## config.mk

```make
export PLATFORM = sky130hd
export DESIGN_NAME = synth_modem_config_regs
export DESIGN_NICKNAME = d
export VERILOG_FILES = /design/src/logic/synth_modem_config_regs.v /design/src/logic/cfg_byte_reg.v
export VERILOG_INCLUDE_DIRS = /design/src /design/src/logic
export SDC_FILE = /design/constraint.sdc
export NUM_CORES = 1
export LEC_CHECK = 0
export ABC_AREA = 1
export ABC_CLOCK_PERIOD_IN_PS = 4200
export BUFFER_PORTS_ARGS = -buffer_cell sky130_fd_sc_hd__buf_2
export CORE_MARGIN = 2
export CORE_UTILIZATION = 50
export DETAILED_ROUTE_END_ITERATION = 12
export MAX_ROUTING_LAYER = met4
export PLACE_DENSITY = 0.78
export REMOVE_ABC_BUFFERS = 1
export SLEW_MARGIN = 20
export SYNTH_ARGS = -nofsm -noshare
export SYNTH_HDL_FRONTEND = slang
export SYNTH_SLANG_ARGS = --single-unit
export TNS_END_PERCENT = 1
```

## constraint.sdc

```tcl
create_clock -name REF_CLK -period 4.2 [get_ports REF_CLK]
set_input_delay 0.21 -clock REF_CLK [delete_from_list [all_inputs] [get_ports REF_CLK]]
set_output_delay 0.21 -clock REF_CLK [all_outputs]
set_load 0.005 [all_outputs]
```

## src/logic/synth_cfg_defines.vh

```
`ifndef SYNTH_CFG_DEFINES_VH
`define SYNTH_CFG_DEFINES_VH

// ------------------------------------------------------------
// Register addresses
// ------------------------------------------------------------
`define ADDR_IF_CARRIER_WORD_CTRL      6'h0B
`define ADDR_CARRIER_WORD_OFFSET_CTRL  6'h0C
`define ADDR_CARRIER_HIGH      6'h0D
`define ADDR_CARRIER_MID       6'h0E
`define ADDR_CARRIER_LOW       6'h0F
`define ADDR_BW_RATE_EXP       6'h10
`define ADDR_RATE_MANT         6'h11

// ------------------------------------------------------------
// Reset values
// ------------------------------------------------------------
`define RST_IF_WORD            5'h0F
`define RST_TUNE_BIT           1'h0
`define RST_SYNTH_OFFSET       8'h00
`define RST_CARRIER_HIGH       6'h1E
`define RST_CARRIER_MID        8'hC4
`define RST_CARRIER_LOW        8'hEC
`define RST_BW_EXP             2'h2
`define RST_BW_MANT            2'h0
`define RST_RATE_EXP           4'hC
`define RST_RATE_MANT          8'h22

// ------------------------------------------------------------
// Field constants
// ------------------------------------------------------------
`define HIDDEN_ONE             1'h1
`define BW_MANT_BASE           3'h4
`define ZERO2                  2'h0
`define ZERO8                  8'h00

`endif

```

## src/logic/synth_modem_config_regs.v

```verilog
// Contract
// - Five-bit IF word, reset fifteen, RX only
// - In RX, IF subtracted from base frequency
// - Signed offset added to base frequency
// - High carrier byte bits 7:6 read zero
// - Carrier word assembled from three bytes
// - Bandwidth exponent and mantissa set decimation
// - Bandwidth divisor is 8*(4+M)*2^E; DECIM_DIVISOR gives 8*(4+M) only, E goes out on DECIM_SHIFT
// - Rate exponent nibble, reset twelve
// - Rate mantissa low byte, read/write
// - Effective mantissa is 256 plus byte
// - Rate is mantissa shifted by exponent
`include "synth_cfg_defines.vh"

module synth_modem_config_regs (
    input  wire        REF_CLK,
    input  wire        RST,
    input  wire        WR_EN,
    input  wire        RD_EN,
    input  wire [5:0]  ADDR,
    input  wire [7:0]  WDATA,
    input  wire        RX_ACTIVE,
    output reg  [7:0]  RDATA,
    output reg  [23:0] SYNTH_WORD,
    output reg  [4:0]  MIXER_IF_WORD,
    output reg  [7:0]  DECIM_DIVISOR,
    output reg  [1:0]  DECIM_SHIFT,
    output reg  [8:0]  RATE_MANTISSA,
    output reg  [3:0]  RATE_EXPONENT,
    output reg  [23:0] RATE_STEP
);

    // ------------------------------------------------------------
    // Write decode
    // ------------------------------------------------------------
    // Unmapped addresses match no strobe, so their writes are dropped
    wire we_if   = WR_EN && (ADDR == `ADDR_IF_CARRIER_WORD_CTRL);
    wire we_off  = WR_EN && (ADDR == `ADDR_CARRIER_WORD_OFFSET_CTRL);
    wire we_hi   = WR_EN && (ADDR == `ADDR_CARRIER_HIGH);
    wire we_mid  = WR_EN && (ADDR == `ADDR_CARRIER_MID);
    wire we_lo   = WR_EN && (ADDR == `ADDR_CARRIER_LOW);
    wire we_bw   = WR_EN && (ADDR == `ADDR_BW_RATE_EXP);
    wire we_mant = WR_EN && (ADDR == `ADDR_RATE_MANT);

    // ------------------------------------------------------------
    // Storage
    // ------------------------------------------------------------
    reg  [4:0] if_word_r;
    reg        tune_bit_r;
    wire [7:0] synth_offset;
    wire [5:0] carrier_high;
    wire [7:0] carrier_mid;
    wire [7:0] carrier_low;
    reg  [1:0] bandwidth_exponent_r;
    reg  [1:0] bandwidth_mantissa_r;
    reg  [3:0] rate_exponent_r;
    wire [7:0] rate_mantissa;

    // Tuning bit drives nothing here; kept so software reads it back
    // IF word and tuning bit
    always @(posedge REF_CLK or posedge RST) begin
        if (RST) begin
            if_word_r  <= `RST_IF_WORD;
            tune_bit_r <= `RST_TUNE_BIT;
        end else if (we_if) begin
            if_word_r  <= WDATA[4:0];
            tune_bit_r <= WDATA[5];
        end
    end

    always @(posedge REF_CLK or posedge RST) begin
        if (RST) begin
            bandwidth_exponent_r <= `RST_BW_EXP;
            bandwidth_mantissa_r <= `RST_BW_MANT;
            rate_exponent_r      <= `RST_RATE_EXP;
        end else if (we_bw) begin
            bandwidth_exponent_r <= WDATA[7:6];
            bandwidth_mantissa_r <= WDATA[5:4];
            rate_exponent_r      <= WDATA[3:0];
        end
    end

    // ------------------------------------------------------------
    // Byte-wide registers
    // ------------------------------------------------------------
    // offset byte storage
    cfg_byte_reg #(.WIDTH(8), .RESET(`RST_SYNTH_OFFSET)) u_off (
        .REF_CLK (REF_CLK),
        .RST     (RST),
        .we      (we_off),
        .din     (WDATA),
        .q_r     (synth_offset)
    );

    // Bits 7:6 have no flops, so no write can ever set them
    // only bits 5:0 of the high byte stored
    cfg_byte_reg #(.WIDTH(6), .RESET({`ZERO2, `RST_CARRIER_HIGH})) u_hi (
        .REF_CLK (REF_CLK),
        .RST     (RST),
        .we      (we_hi),
        .din     (WDATA[5:0]),
        .q_r     (carrier_high)
    );

    cfg_byte_reg #(.WIDTH(8), .RESET(`RST_CARRIER_MID)) u_mid (
        .REF_CLK (REF_CLK),
        .RST     (RST),
        .we      (we_mid),
        .din     (WDATA),
        .q_r     (carrier_mid)
    );

    cfg_byte_reg #(.WIDTH(8), .RESET(`RST_CARRIER_LOW)) u_lo (
        .REF_CLK (REF_CLK),
        .RST     (RST),
        .we      (we_lo),
        .din     (WDATA),
        .q_r     (carrier_low)
    );

    cfg_byte_reg #(.WIDTH(8), .RESET(`RST_RATE_MANT)) u_mant (
        .REF_CLK (REF_CLK),
        .RST     (RST),
        .we      (we_mant),
        .din     (WDATA),
        .q_r     (rate_mantissa)
    );

    // ------------------------------------------------------------
    // Derived synthesizer and modem values
    // ------------------------------------------------------------
    // assemble carrier word
    wire [23:0] carrier_word = {`ZERO2, carrier_high, carrier_mid,
                                carrier_low};

    // offset step is 2^14 vs carrier 2^16, so scale by four
    wire [23:0] offset_scaled = {{14{synth_offset[7]}}, synth_offset,
                                 `ZERO2};

    // IF step 2^10 is 64 carrier steps
    wire [23:0] if_scaled = {13'h0000, if_word_r, 6'h00};

    // Word wraps modulo 2^24 as the synthesizer sees it; the carry
    // is dropped on purpose rather than saturated
    wire [24:0] base_sum   = {1'b0, carrier_word} + {1'b0, offset_scaled};
    wire [23:0] synth_base = base_sum[23:0];
    wire [24:0] rx_diff    = {1'b0, synth_base} - {1'b0, if_scaled};
    // IF taken off only while receiving
    wire [23:0] synth_nxt  = RX_ACTIVE ? rx_diff[23:0] : synth_base;

    // ------------------------------------------------------------
    // Modem rate and bandwidth
    // ------------------------------------------------------------
    // hidden leading one
    wire [8:0] mant_eff = {`HIDDEN_ONE, rate_mantissa};

    // step per crystal cycle in 2^-28 units
    wire [23:0] rate_nxt = {15'h0000, mant_eff} << rate_exponent_r;

    // divisor 8*(4+M); E is not applied here and leaves on DECIM_SHIFT
    wire [2:0] bw_sum    = `BW_MANT_BASE + {1'b0, bandwidth_mantissa_r};
    wire [7:0] decim_nxt = {2'h0, bw_sum, 3'h0};

    // ------------------------------------------------------------
    // Read mux
    // ------------------------------------------------------------
    // Reads have no side effects, so a stray read is harmless
    reg [7:0] rdata_nxt;
    always @* begin
        case (ADDR)
            `ADDR_IF_CARRIER_WORD_CTRL:     rdata_nxt = {`ZERO2, tune_bit_r,
                                                 if_word_r};
            `ADDR_CARRIER_WORD_OFFSET_CTRL: rdata_nxt = synth_offset;
            `ADDR_CARRIER_HIGH:     rdata_nxt = {`ZERO2, carrier_high};
            `ADDR_CARRIER_MID:      rdata_nxt = carrier_mid;
            `ADDR_CARRIER_LOW:      rdata_nxt = carrier_low;
            `ADDR_BW_RATE_EXP:      rdata_nxt = {bandwidth_exponent_r,
                                                 bandwidth_mantissa_r,
                                                 rate_exponent_r};
            `ADDR_RATE_MANT:        rdata_nxt = rate_mantissa;
            default:                rdata_nxt = `ZERO8;
        endcase
    end

    // ------------------------------------------------------------
    // Registered outputs
    // ------------------------------------------------------------
    // Outputs lag storage by one cycle so every port is a flop
    always @(posedge REF_CLK or posedge RST) begin
        if (RST) begin
            RDATA         <= `ZERO8;
            SYNTH_WORD    <= 24'h000000;
            MIXER_IF_WORD <= 5'h00;
            DECIM_DIVISOR <= `ZERO8;
            DECIM_SHIFT   <= `ZERO2;
            RATE_MANTISSA <= 9'h000;
            RATE_EXPONENT <= 4'h0;
            RATE_STEP     <= 24'h000000;
        end else begin
            // Read data holds between reads so a slow host can sample late
            if (RD_EN) begin
                RDATA <= rdata_nxt;
            end
            SYNTH_WORD    <= synth_nxt;
            MIXER_IF_WORD <= RX_ACTIVE ? if_word_r : 5'h00;
            DECIM_DIVISOR <= decim_nxt;
            DECIM_SHIFT   <= bandwidth_exponent_r;
            RATE_MANTISSA <= mant_eff;
            RATE_EXPONENT <= rate_exponent_r;
            RATE_STEP     <= rate_nxt;
        end
    end

endmodule // synth_modem_config_regs

```

## src/logic/cfg_byte_reg.v

```verilog
// ------------------------------------------------------------
// Generic writable field, WIDTH bits up to a byte wide
// ------------------------------------------------------------
module cfg_byte_reg #(
    parameter       WIDTH = 8,
    parameter [7:0] RESET = 8'h00
) (
    input  wire             REF_CLK,
    input  wire             RST,
    input  wire             we,
    input  wire [WIDTH-1:0] din,
    output reg  [WIDTH-1:0] q_r
);
    always @(posedge REF_CLK or posedge RST) begin
        if (RST) begin
            q_r <= RESET[WIDTH-1:0];
        end else if (we) begin
            q_r <= din;
        end
    end
endmodule // cfg_byte_reg

```

==> flow_metrics.tcl, run 1 <==
set metrics [dict create \
    status "complete, no violations" \
    die_area_mm2 0.0147 \
    antenna_cells 0 \
    worst_pin_slew_ps 687 \
    maxCapViolCount 0 \
    yosys_warnings 0 \
    synth_compound_area_share_pct 11.4 \
    rr_worst_depth 18 \
    crit_fanout 5 \
    yosys.area_share.adder_pct 5.31 \
    synth.largest_area_cell "dfrtp_1" \
    worstPathArrival_ps 3720 \
    setup_viol 0 \
    timing.fmax_ghz 0.293 \
    area_delta_synth_final_pct 17.8 \
    rrSetupSlack_ps 790 \
    synthCells 873 \
    grt_usage_pct 26.3 \
    clockRootBuffer "clkbuf_16" \
    initialDrtViolationCount 567 \
    grt_first_pass_wirelength_um 29100 \
    hp-class "in2reg" \
    layout_commonest_cell "nand2_1" \
    ir_drop_uv 311 \
    worstSkewPairLatency_ps 420 \
    hold_buffers 1 \
    hold_viol 0 \
    ys_ff_latch 130 \
    crit_chain "ha_1, fa_1, nand3_1, nand3_1, nand2_1, nand2_1, xor2_1, ha_1, a21oi_1, nand2_1, nand2_1, nand2_1, a21oi_1, nand3_2, nor2_2, nand3_1, nand2_1, nand2_1" \
    path_clk_slew_ps 60 \
    muxShareOfSynthArea_pct 0.146 \
    drc 0 \
    fin_nets 1019 \
    timing.final.crit_share_pct 81.3 \
    postRouteAntennaNets 0 \
    tritoncts "built" \
    grt_max_degree 49 \
    gp_congestion 0.957 \
    synth-edff-count 0 \
    core.rowCount 42 \
    slew_headroom_pct 54.2 \
    leakagePower_nw 4.37 \
    startpoint_type "register" \
    slowest_delay_ps 440 \
    cts.sinks 130 \
    hpwl_um 12600 \
    cts_setup_buffers 0 \
    numCtsBuffers 17 \
    crit_top_cell "nand2_1" \
    synth_area_mm2 0.00687 \
    synth.avg_cell_area_um2 7.87 \
    critical-path-top-delay-family "simple AND/OR/NAND/NOR gates" \
    synthFlopType "dfrtp_1" \
    synth.area.top_cells "dfrtp_1 40%, nand2_1 16%, dfstp_2 8.0%, o21ai_0 7.1%, inv_1 5.6%" \
    synth_top_area_share_pct 39.7 \
    coreArea_mm2 0.0133 \
    finClkSkew_ps 12.0 \
    final_max_slew_viol_count 0 \
    cpMaxStageDelayCell "fa_1" \
    clock_path_buffers 2 \
    synth_xor_area_share_pct 2.04 \
    totalWireLength_um 17700 \
    vias 6127 \
    drive_gt1_share_pct 17.9 \
    start_util_pct 51.5 \
    path_depth 18 \
    synth_top_family_by_area "simple AND/OR/NAND/NOR gates" \
    holdPathStages 3 \
    ys_seq_area_share_pct 47.7 \
    end_kind "register" \
    synth_simple_gate_area_share_pct 25.7 \
    critical_path_required_ps 4510 \
    finalCriticalPeriod_ps 3410 \
    via_per_inst 5.28 \
    cp_num_buf_inv 0 \
    fp.dieW_um 121 \
    grt_overflow 0 \
    layout.cells.most_common_list "288 x nand2_1, 109 x dfrtp_1, 102 x inv_1, 97 x o21ai_0, 97 x buf_2" \
    grt_antenna_before_repair 0 \
    numPlacedInstances 1128 \
    stdcell_count 1161 \
    cts_resized 0 \
    portBuffers 97 \
    wl_per_cell_um 15.2 \
    grt_pass1_vias 5792 \
    setup-tns-final_ps 0 \
    die_h_um 121 \
    p_per_area_mw_per_mm2 505 \
    grt_setup_unrepaired "false" \
    htree_levels 4 \
    ys_async_sr_fraction_pct 100 \
    critPathKind "reg2reg" \
    ioPinCount 103 \
    yosysUniqueCellTypes 42 \
    first_pass_iters 7 \
]
## sequential cells by signal, indices dropped and copies added, names as in the netlist
register / flops
RATE_STEP: 24
SYNTH_WORD: 24
RATE_MANTISSA: 8
RDATA: 8
u_lo.q_r: 8
u_mant.q_r: 8
u_mid.q_r: 8
u_off.q_r: 8
u_hi.q_r: 6
MIXER_IF_WORD: 5
if_word_r: 5
RATE_EXPONENT: 4
rate_exponent_r: 4
DECIM_DIVISOR: 3
DECIM_SHIFT: 2
bandwidth_exponent_r: 2
bandwidth_mantissa_r: 2
tune_bit_r: 1
## worst register-to-register path, delay by kind of cell, from the launching register on
family	cells	cell delay [ps]
simple gates	12	1200
fa+ha+maj	3	1030
compound gates	2	450
flops	1	410
xor+xnor	1	210
## through the flow
step	util, %	power [mW]	area (um^2)	setup WS (ps)	hold WS [ps]
2_1_floorplan	-	2.27	6770	555	307
3_3_place_gp	56.2	2.60	7500	985	266
3_5_place_dp	56.2	2.62	7500	829	274
4_1_cts	60.7	4.10	8100	806	71.9
5_1_grt	60.7	4.32	8100	500	115
6_report	60.7	4.09	8100	787	101
## Yosys cell counts, types with 3 or more instances
| library cell | n |
|---|---|
| a22oi_1 | 7 |
| nor2_2 | 6 |
| inv_1 | 103 |
| nor3_1 | 9 |
| nand4_1 | 12 |
| xor2_1 | 12 |
| dfrtp_1 | 109 |
| a21oi_1 | 22 |
| xnor2_1 | 4 |
| buf_4 | 7 |
| nor2_1 | 43 |
| ha_1 | 26 |
| dfstp_2 | 21 |
| nand3_1 | 44 |
| o21ai_0 | 97 |
| buf_1 | 4 |
| nand2_2 | 7 |
| inv_2 | 4 |
| clkbuf_1 | 13 |
| nand2_1 | 288 |
| a221oi_1 | 3 |
## path summary, 6_finish.rpt
kind                                           start                    endpoint
min                                            RD_EN        RDATA[1]$_DFFE_PP0P_
max                         u_off.q_r[0]$_DFFE_PP0P_    SYNTH_WORD[21]$_DFF_PP0_
min reg2reg                u_mant.q_r[4]$_DFFE_PP0P_  RATE_MANTISSA[4]$_DFF_PP0_
min in group asynchronous                        RST  RATE_EXPONENT[1]$_DFF_PP0_
max in group asynchronous                        RST  RATE_MANTISSA[3]$_DFF_PP0_
max reg2reg                 u_off.q_r[0]$_DFFE_PP0P_    SYNTH_WORD[21]$_DFF_PP0_
## cells by family (layout without fill, tap and decap cells)
| kind of cell | after synthesis | count (layout) |
|---|---|---|
| mux | 1 | 1 |
| xor+xnor | 16 | 16 |
| other cells | 2 | 6 |
| buf+inv | 133 | 241 |
| fa+ha+maj | 28 | 28 |
| flops | 130 | 130 |
| compound gates | 143 | 143 |
| simple gates | 420 | 420 |
## power by group
part / leakage (nW) / switching, mW / internal (mW)
clock: 0.273 / 0.580 / 0.897
combinational: 2.43 / 0.609 / 0.378
sequential: 1.66 / 0.142 / 1.49
total: 4.37 / 1.33 / 2.76
## layer usage
metal	share of wire, %	global-route usage, %
met1	46	36.1
met2	46	39.9
met5	0	-
met3	6.2	4.93
met4	1.8	8.55
## cell type report
cell class / count / area (um^2)
well taps: 176 / 220
flip-flops and latches: 130 / 3280
clock buffers: 19 / 443
repair buffers: 100 / 510
fillers: 1207 / 5250
clock inverters: 13 / 150
inverters: 109 / 412
multi-input cells: 614 / 3080
Note: power is estimated with default switching activity, not from simulation.
==> run 2, diff against run 1 <==
ABC_CLOCK_PERIOD_IN_PS = 2900   (was 4200)
PLACE_DENSITY = 0.81   (was 0.78)
clock period = 2.9 ns   (was 4.2 ns; I/O delays follow)
==> flow_metrics.tcl, run 2 (same netlist as run 1, synthesis figures left out) <==
set metrics [dict create \
    setup_viol 3 \
    layout.cells.most_common_list "281 x nand2_1, 109 x dfrtp_1, 100 x inv_1, 97 x buf_2, 96 x o21ai_0" \
    regArea_mm2 0.00328 \
    antenna_cells 0 \
    totalWireLength_um 19500 \
    initialDrtViolationCount 755 \
    fill_cells 1077 \
    placed_area_mm2 0.00785 \
    violations "setup timing" \
    setup-tns-final_ps -132 \
    layout_commonest_cell "nand2_1" \
    timing.fmax_ghz 0.336 \
    cts.sinks 130 \
    path_clk_slew_ps 60 \
    hpwl_um 13200 \
    met2_usage_pct 42.1 \
    critPathKind "reg2reg" \
    start_util_pct 51.5 \
    grt_overflow 0 \
    clockRootBuffer "clkbuf_16" \
    fp.dieW_um 121 \
    hold_viol 0 \
    core.rowCount 42 \
    clock_path_buffers 2 \
    finalCriticalPeriod_ps 2980 \
    grt_antenna_before_repair 0 \
    maxCapViolCount 0 \
    crit_fanout 4 \
    use_met3_pct 6.48 \
    drc 0 \
    die_h_um 121 \
    grt.met1_usage_pct 35.7 \
    critical_path_required_ps 3220 \
    postRouteAntennaNets 0 \
    vias 6565 \
    gp_congestion 0.940 \
    ioPinCount 103 \
    htree_levels 4 \
    ir_drop_uv 435 \
    worst_pin_slew_ps 618 \
    startpoint_type "register" \
    design_area_mm2 0.00874 \
    finClkSkew_ps 7.18 \
    first_pass_iters 5 \
    worstPathArrival_ps 3290 \
    worstSkewPairLatency_ps 430 \
    leakagePower_nw 4.69 \
    grt_max_degree 57 \
    final_max_slew_viol_count 0 \
    grt_setup_unrepaired "true" \
    area_delta_synth_final_pct 27.2 \
    wl_per_cell_um 16.0 \
    status "finished with violations" \
    coreArea_mm2 0.0133 \
    grt_usage_pct 27.5 \
    numCtsBuffers 17 \
    grt_pass1_vias 6093 \
    grt-busiest-layer "met2" \
    pre_cts_ws_ps -213 \
    fin_nets 1072 \
    grt_first_pass_wirelength_um 30300 \
    end_kind "register" \
    drive_gt1_share_pct 25.0 \
    multiInputGateArea_mm2 0.00329 \
    slew_headroom_pct 58.8 \
    portBuffers 97 \
    setup_slack_ps -75.1 \
    timing.final.crit_share_pct 103 \
    die_area_mm2 0.0147 \
    reg_top3 "RATE_STEP (24), SYNTH_WORD (24)" \
    via_per_inst 5.41 \
    hp-class "in2reg" \
    p_per_area_mw_per_mm2 745 \
    tritoncts "built" \
    fin_total_pwr_mw 6.52 \
]
run 2: per-stage QoR:
step | cells | hold slack, ps | utilization, %
after global routing | 1214 | 56.8 | 65.5
after CTS | 1211 | 27.0 | 64.3
after floorplan | 853 | 242 | -
after detailed placement | 1173 | 271 | 58.8
final | 1214 | 31.5 | 65.5
after global placement | 1173 | 263 | 58.8
run 2: report_power, final:
part,switching [mW],internal (mW)
combinational,1.07,0.846
clock,0.825,1.43
sequential,0.198,2.15
run 2: metal layers:
layer / up-vias / routed length [um]
met4: 0 / 631
met3: 66 / 1480
met2: 318 / 9140
met1: 3064 / 8210
met5: - / 0
li1: 3117 / -
run 2: worst max-delay path, cell delays in order, from the launching register on:
cell	delay, ps
dfrtp_1	410
ha_4	180
fa_2	380
nand3_2	100
nand3_4	110
nand2_2	90
nand2_2	60
xor2_2	230
ha_4	260
a21oi_4	130
nand2_2	70
nand2_2	70
nand2_2	50
a21oi_2	130
buf_4	140
nand3_4	90
nor2_4	160
nand3_2	70
nand2_1	60
nand2_1	50
run 2: what timing repair did:
item / in CTS / in global routing
setup endpoints to repair: 12 / 13
hold endpoints to repair: 47 / 0
pin swaps: 7 / 18
hold buffers: 2 / 0
gates resized for setup: 13 / 30
buffers inserted: 4 / 3
run 2: path summary, 6_finish.rpt:
path                            depth (start not counted)                      start  slack, ps                         end
worst max-delay path                                   19   u_off.q_r[0]$_DFFE_PP0P_        -80    SYNTH_WORD[21]$_DFF_PP0_
max in group asynchronous                               4                        RST       1780    u_mid.q_r[6]$_DFFE_PP1P_
min in group asynchronous                               3                        RST        360  RATE_MANTISSA[3]$_DFF_PP0_
worst min register to register                          0  u_mant.q_r[4]$_DFFE_PP0P_        400  RATE_MANTISSA[4]$_DFF_PP0_
worst min-delay path                                    3                  RX_ACTIVE         30  MIXER_IF_WORD[3]$_DFF_PP0_
worst max register to register                         19   u_off.q_r[0]$_DFFE_PP0P_        -80    SYNTH_WORD[21]$_DFF_PP0_
run 2: area by class of cell:
type | instances | share of cell area (%)
Clock buffer | 21 | 5.38
Clock inverter | 11 | 1.72
Inverter | 109 | 4.71
Multi-Input combinational cell | 614 | 37.6
Sequential cell | 130 | 37.5
Tap cell | 176 | 2.52
Timing Repair Buffer | 153 | 10.6
==> run 3, diff against run 2 <==
TNS_END_PERCENT = 20   (was 1)
==> flow_metrics.tcl, run 3 (same netlist as run 1, synthesis figures left out) <==
set metrics [dict create \
    totalWireLength_um 19100 \
    end_kind "register" \
    vias 6548 \
    numCtsBuffers 17 \
    leakagePower_nw 4.71 \
    rrSetupSlack_ps 2 \
    grt_setup_unrepaired "true" \
    placed_area_mm2 0.00785 \
    grt_antenna_before_repair 0 \
    antenna_cells 0 \
    regArea_mm2 0.00328 \
    fin_nets 1076 \
    design_area_mm2 0.00876 \
    grt_first_pass_wirelength_um 30300 \
    postRouteAntennaNets 0 \
    crit_fanout 4 \
    critPathKind "reg2reg" \
    hold_viol 0 \
    cts.sinks 130 \
    holdCritStartpoint "RX_ACTIVE" \
    die_h_um 121 \
    initialDrtViolationCount 722 \
    first_pass_iters 6 \
    status "complete, no violations" \
    timing.fmax_ghz 0.345 \
    fp.dieW_um 121 \
    startpoint_type "register" \
    coreArea_mm2 0.0133 \
    final_max_slew_viol_count 0 \
    stdcell_count 1218 \
    grt_usage_pct 27.5 \
    rr_worst_depth 19 \
    finalCriticalPeriod_ps 2900 \
    layout_commonest_cell "nand2_1" \
    grt_pass1_vias 6144 \
    wl_per_cell_um 15.7 \
    portBuffers 97 \
    hpwl_um 13200 \
    hp-class "in2reg" \
    worstReg2RegEnd "SYNTH_WORD[21]$_DFF_PP0_" \
    maxCapViolCount 0 \
    min_to "MIXER_IF_WORD[3]$_DFF_PP0_" \
    layout.cells.most_common_list "283 x nand2_1, 109 x dfrtp_1, 100 x inv_1, 97 x buf_2, 96 x o21ai_0" \
    ir_drop_uv 429 \
    reg_top3 "RATE_STEP (24), SYNTH_WORD (24)" \
    tritoncts "built" \
    worst_pin_slew_ps 618 \
    p_per_area_mw_per_mm2 746 \
    core.rowCount 42 \
    holdPathStages 3 \
    critical_path_required_ps 3210 \
    numPlacedInstances 1173 \
    clockRootBuffer "clkbuf_16" \
    slew_headroom_pct 58.8 \
    drive_gt1_share_pct 25.0 \
    finClkSkew_ps 7.39 \
    die_area_mm2 0.0147 \
    multiInputGateArea_mm2 0.00327 \
    via_per_inst 5.38 \
    fill_cells 1072 \
    clock_path_buffers 2 \
    ioPinCount 103 \
    path_clk_slew_ps 60 \
    grt_overflow 0 \
    start_util_pct 51.5 \
    worstPathArrival_ps 3210 \
    r2r_start "u_off.q_r[0]$_DFFE_PP0P_" \
    grt_max_degree 57 \
    drc 0 \
    timing.final.crit_share_pct 99.9 \
    setup-tns-final_ps 0 \
    area_delta_synth_final_pct 27.4 \
    setup_viol 0 \
    gp_congestion 0.940 \
    worstSkewPairLatency_ps 430 \
    htree_levels 4 \
]
[run 3: cell types whose count changed in the layout (fill, tap and decap cells not counted), sizes merged]
cell	previous run	this run
buf	151	155
[run 3: routing by layer]
| layer | track usage (%) | vias to the layer above | routed length (um) |
|---|---|---|---|
| li1 | - | 3121 | - |
| met2 | 41.8 | 321 | 8990 |
| met1 | 35.6 | 3052 | 8070 |
| met5 | - | - | 0 |
| met3 | 6.39 | 54 | 1480 |
| met4 | 11.4 | 0 | 550 |
[run 3: where the power goes]
part / switching (mW) / internal [mW] / leakage (nW)
clock: 0.820 / 1.43 / 0.300
sequential: 0.197 / 2.15 / 1.66
combinational: 1.07 / 0.867 / 2.74
[run 3: timing repair]
action / 4_1_cts / 5_1_grt
pin swaps: 7 / 20
hold endpoints to repair: 47 / 0
endpoints found under the setup margin: 12 / 14
gates resized for setup: 13 / 25
hold buffers: 2 / 0
buffers inserted: 8 / 3
[run 3: final cells by class]
type / count / share of cell area, %
flip-flops and latches: 130 / 37.4
multi-input cells: 614 / 37.4
repair buffers: 157 / 10.9
clock buffers: 21 / 5.37
inverters: 109 / 4.70
well taps: 176 / 2.51
clock inverters: 11 / 1.71
[run 3: worst max-delay path, cell delays in order, from the launching register on]
cell and delay, ps:
dfrtp_1 410, ha_4 180, fa_2 360, nand3_2 90, nand3_4 90, nand2_2 80, nand2_2 60, xor2_2 200
ha_4 250, a21oi_2 120, nand2_1 70, nand2_1 80, nand2_1 70, a21oi_2 140, buf_4 140, nand3_4 100
nor2_4 160, nand3_2 70, nand2_1 60, nand2_1 50
[run 3: stage by stage]
step / hold WS, ps / power, mW / worst slack (ps) / utilization, %
floorplan: 242 / 3.28 / -680 / -
global placement: 263 / 3.96 / -158 / 58.8
detailed placement: 271 / 4.01 / -213 / 58.8
CTS: 27.0 / 6.37 / -26.0 / 64.5
global route: 63.9 / 6.88 / -182 / 65.6
finish: 34.8 / 6.53 / 2.15 / 65.6
[run 3: worst max-delay path by stage]
stage / endpoint / slack (ps) / cells past startpoint / start
2_1_floorplan: DECIM_DIVISOR[3]$_DFF_PP0_ / -680 / 1 / RST
3_3_place_gp: SYNTH_WORD[22]$_DFF_PP0_ / -160 / 18 / u_off.q_r[0]$_DFFE_PP0P_
3_5_place_dp: SYNTH_WORD[21]$_DFF_PP0_ / -210 / 19 / u_off.q_r[0]$_DFFE_PP0P_
4_1_cts: SYNTH_WORD[21]$_DFF_PP0_ / -30 / 19 / u_off.q_r[0]$_DFFE_PP0P_
5_1_grt: SYNTH_WORD[21]$_DFF_PP0_ / -180 / 19 / u_off.q_r[0]$_DFFE_PP0P_
6_report: SYNTH_WORD[21]$_DFF_PP0_ / 2 / 19 / u_off.q_r[0]$_DFFE_PP0P_
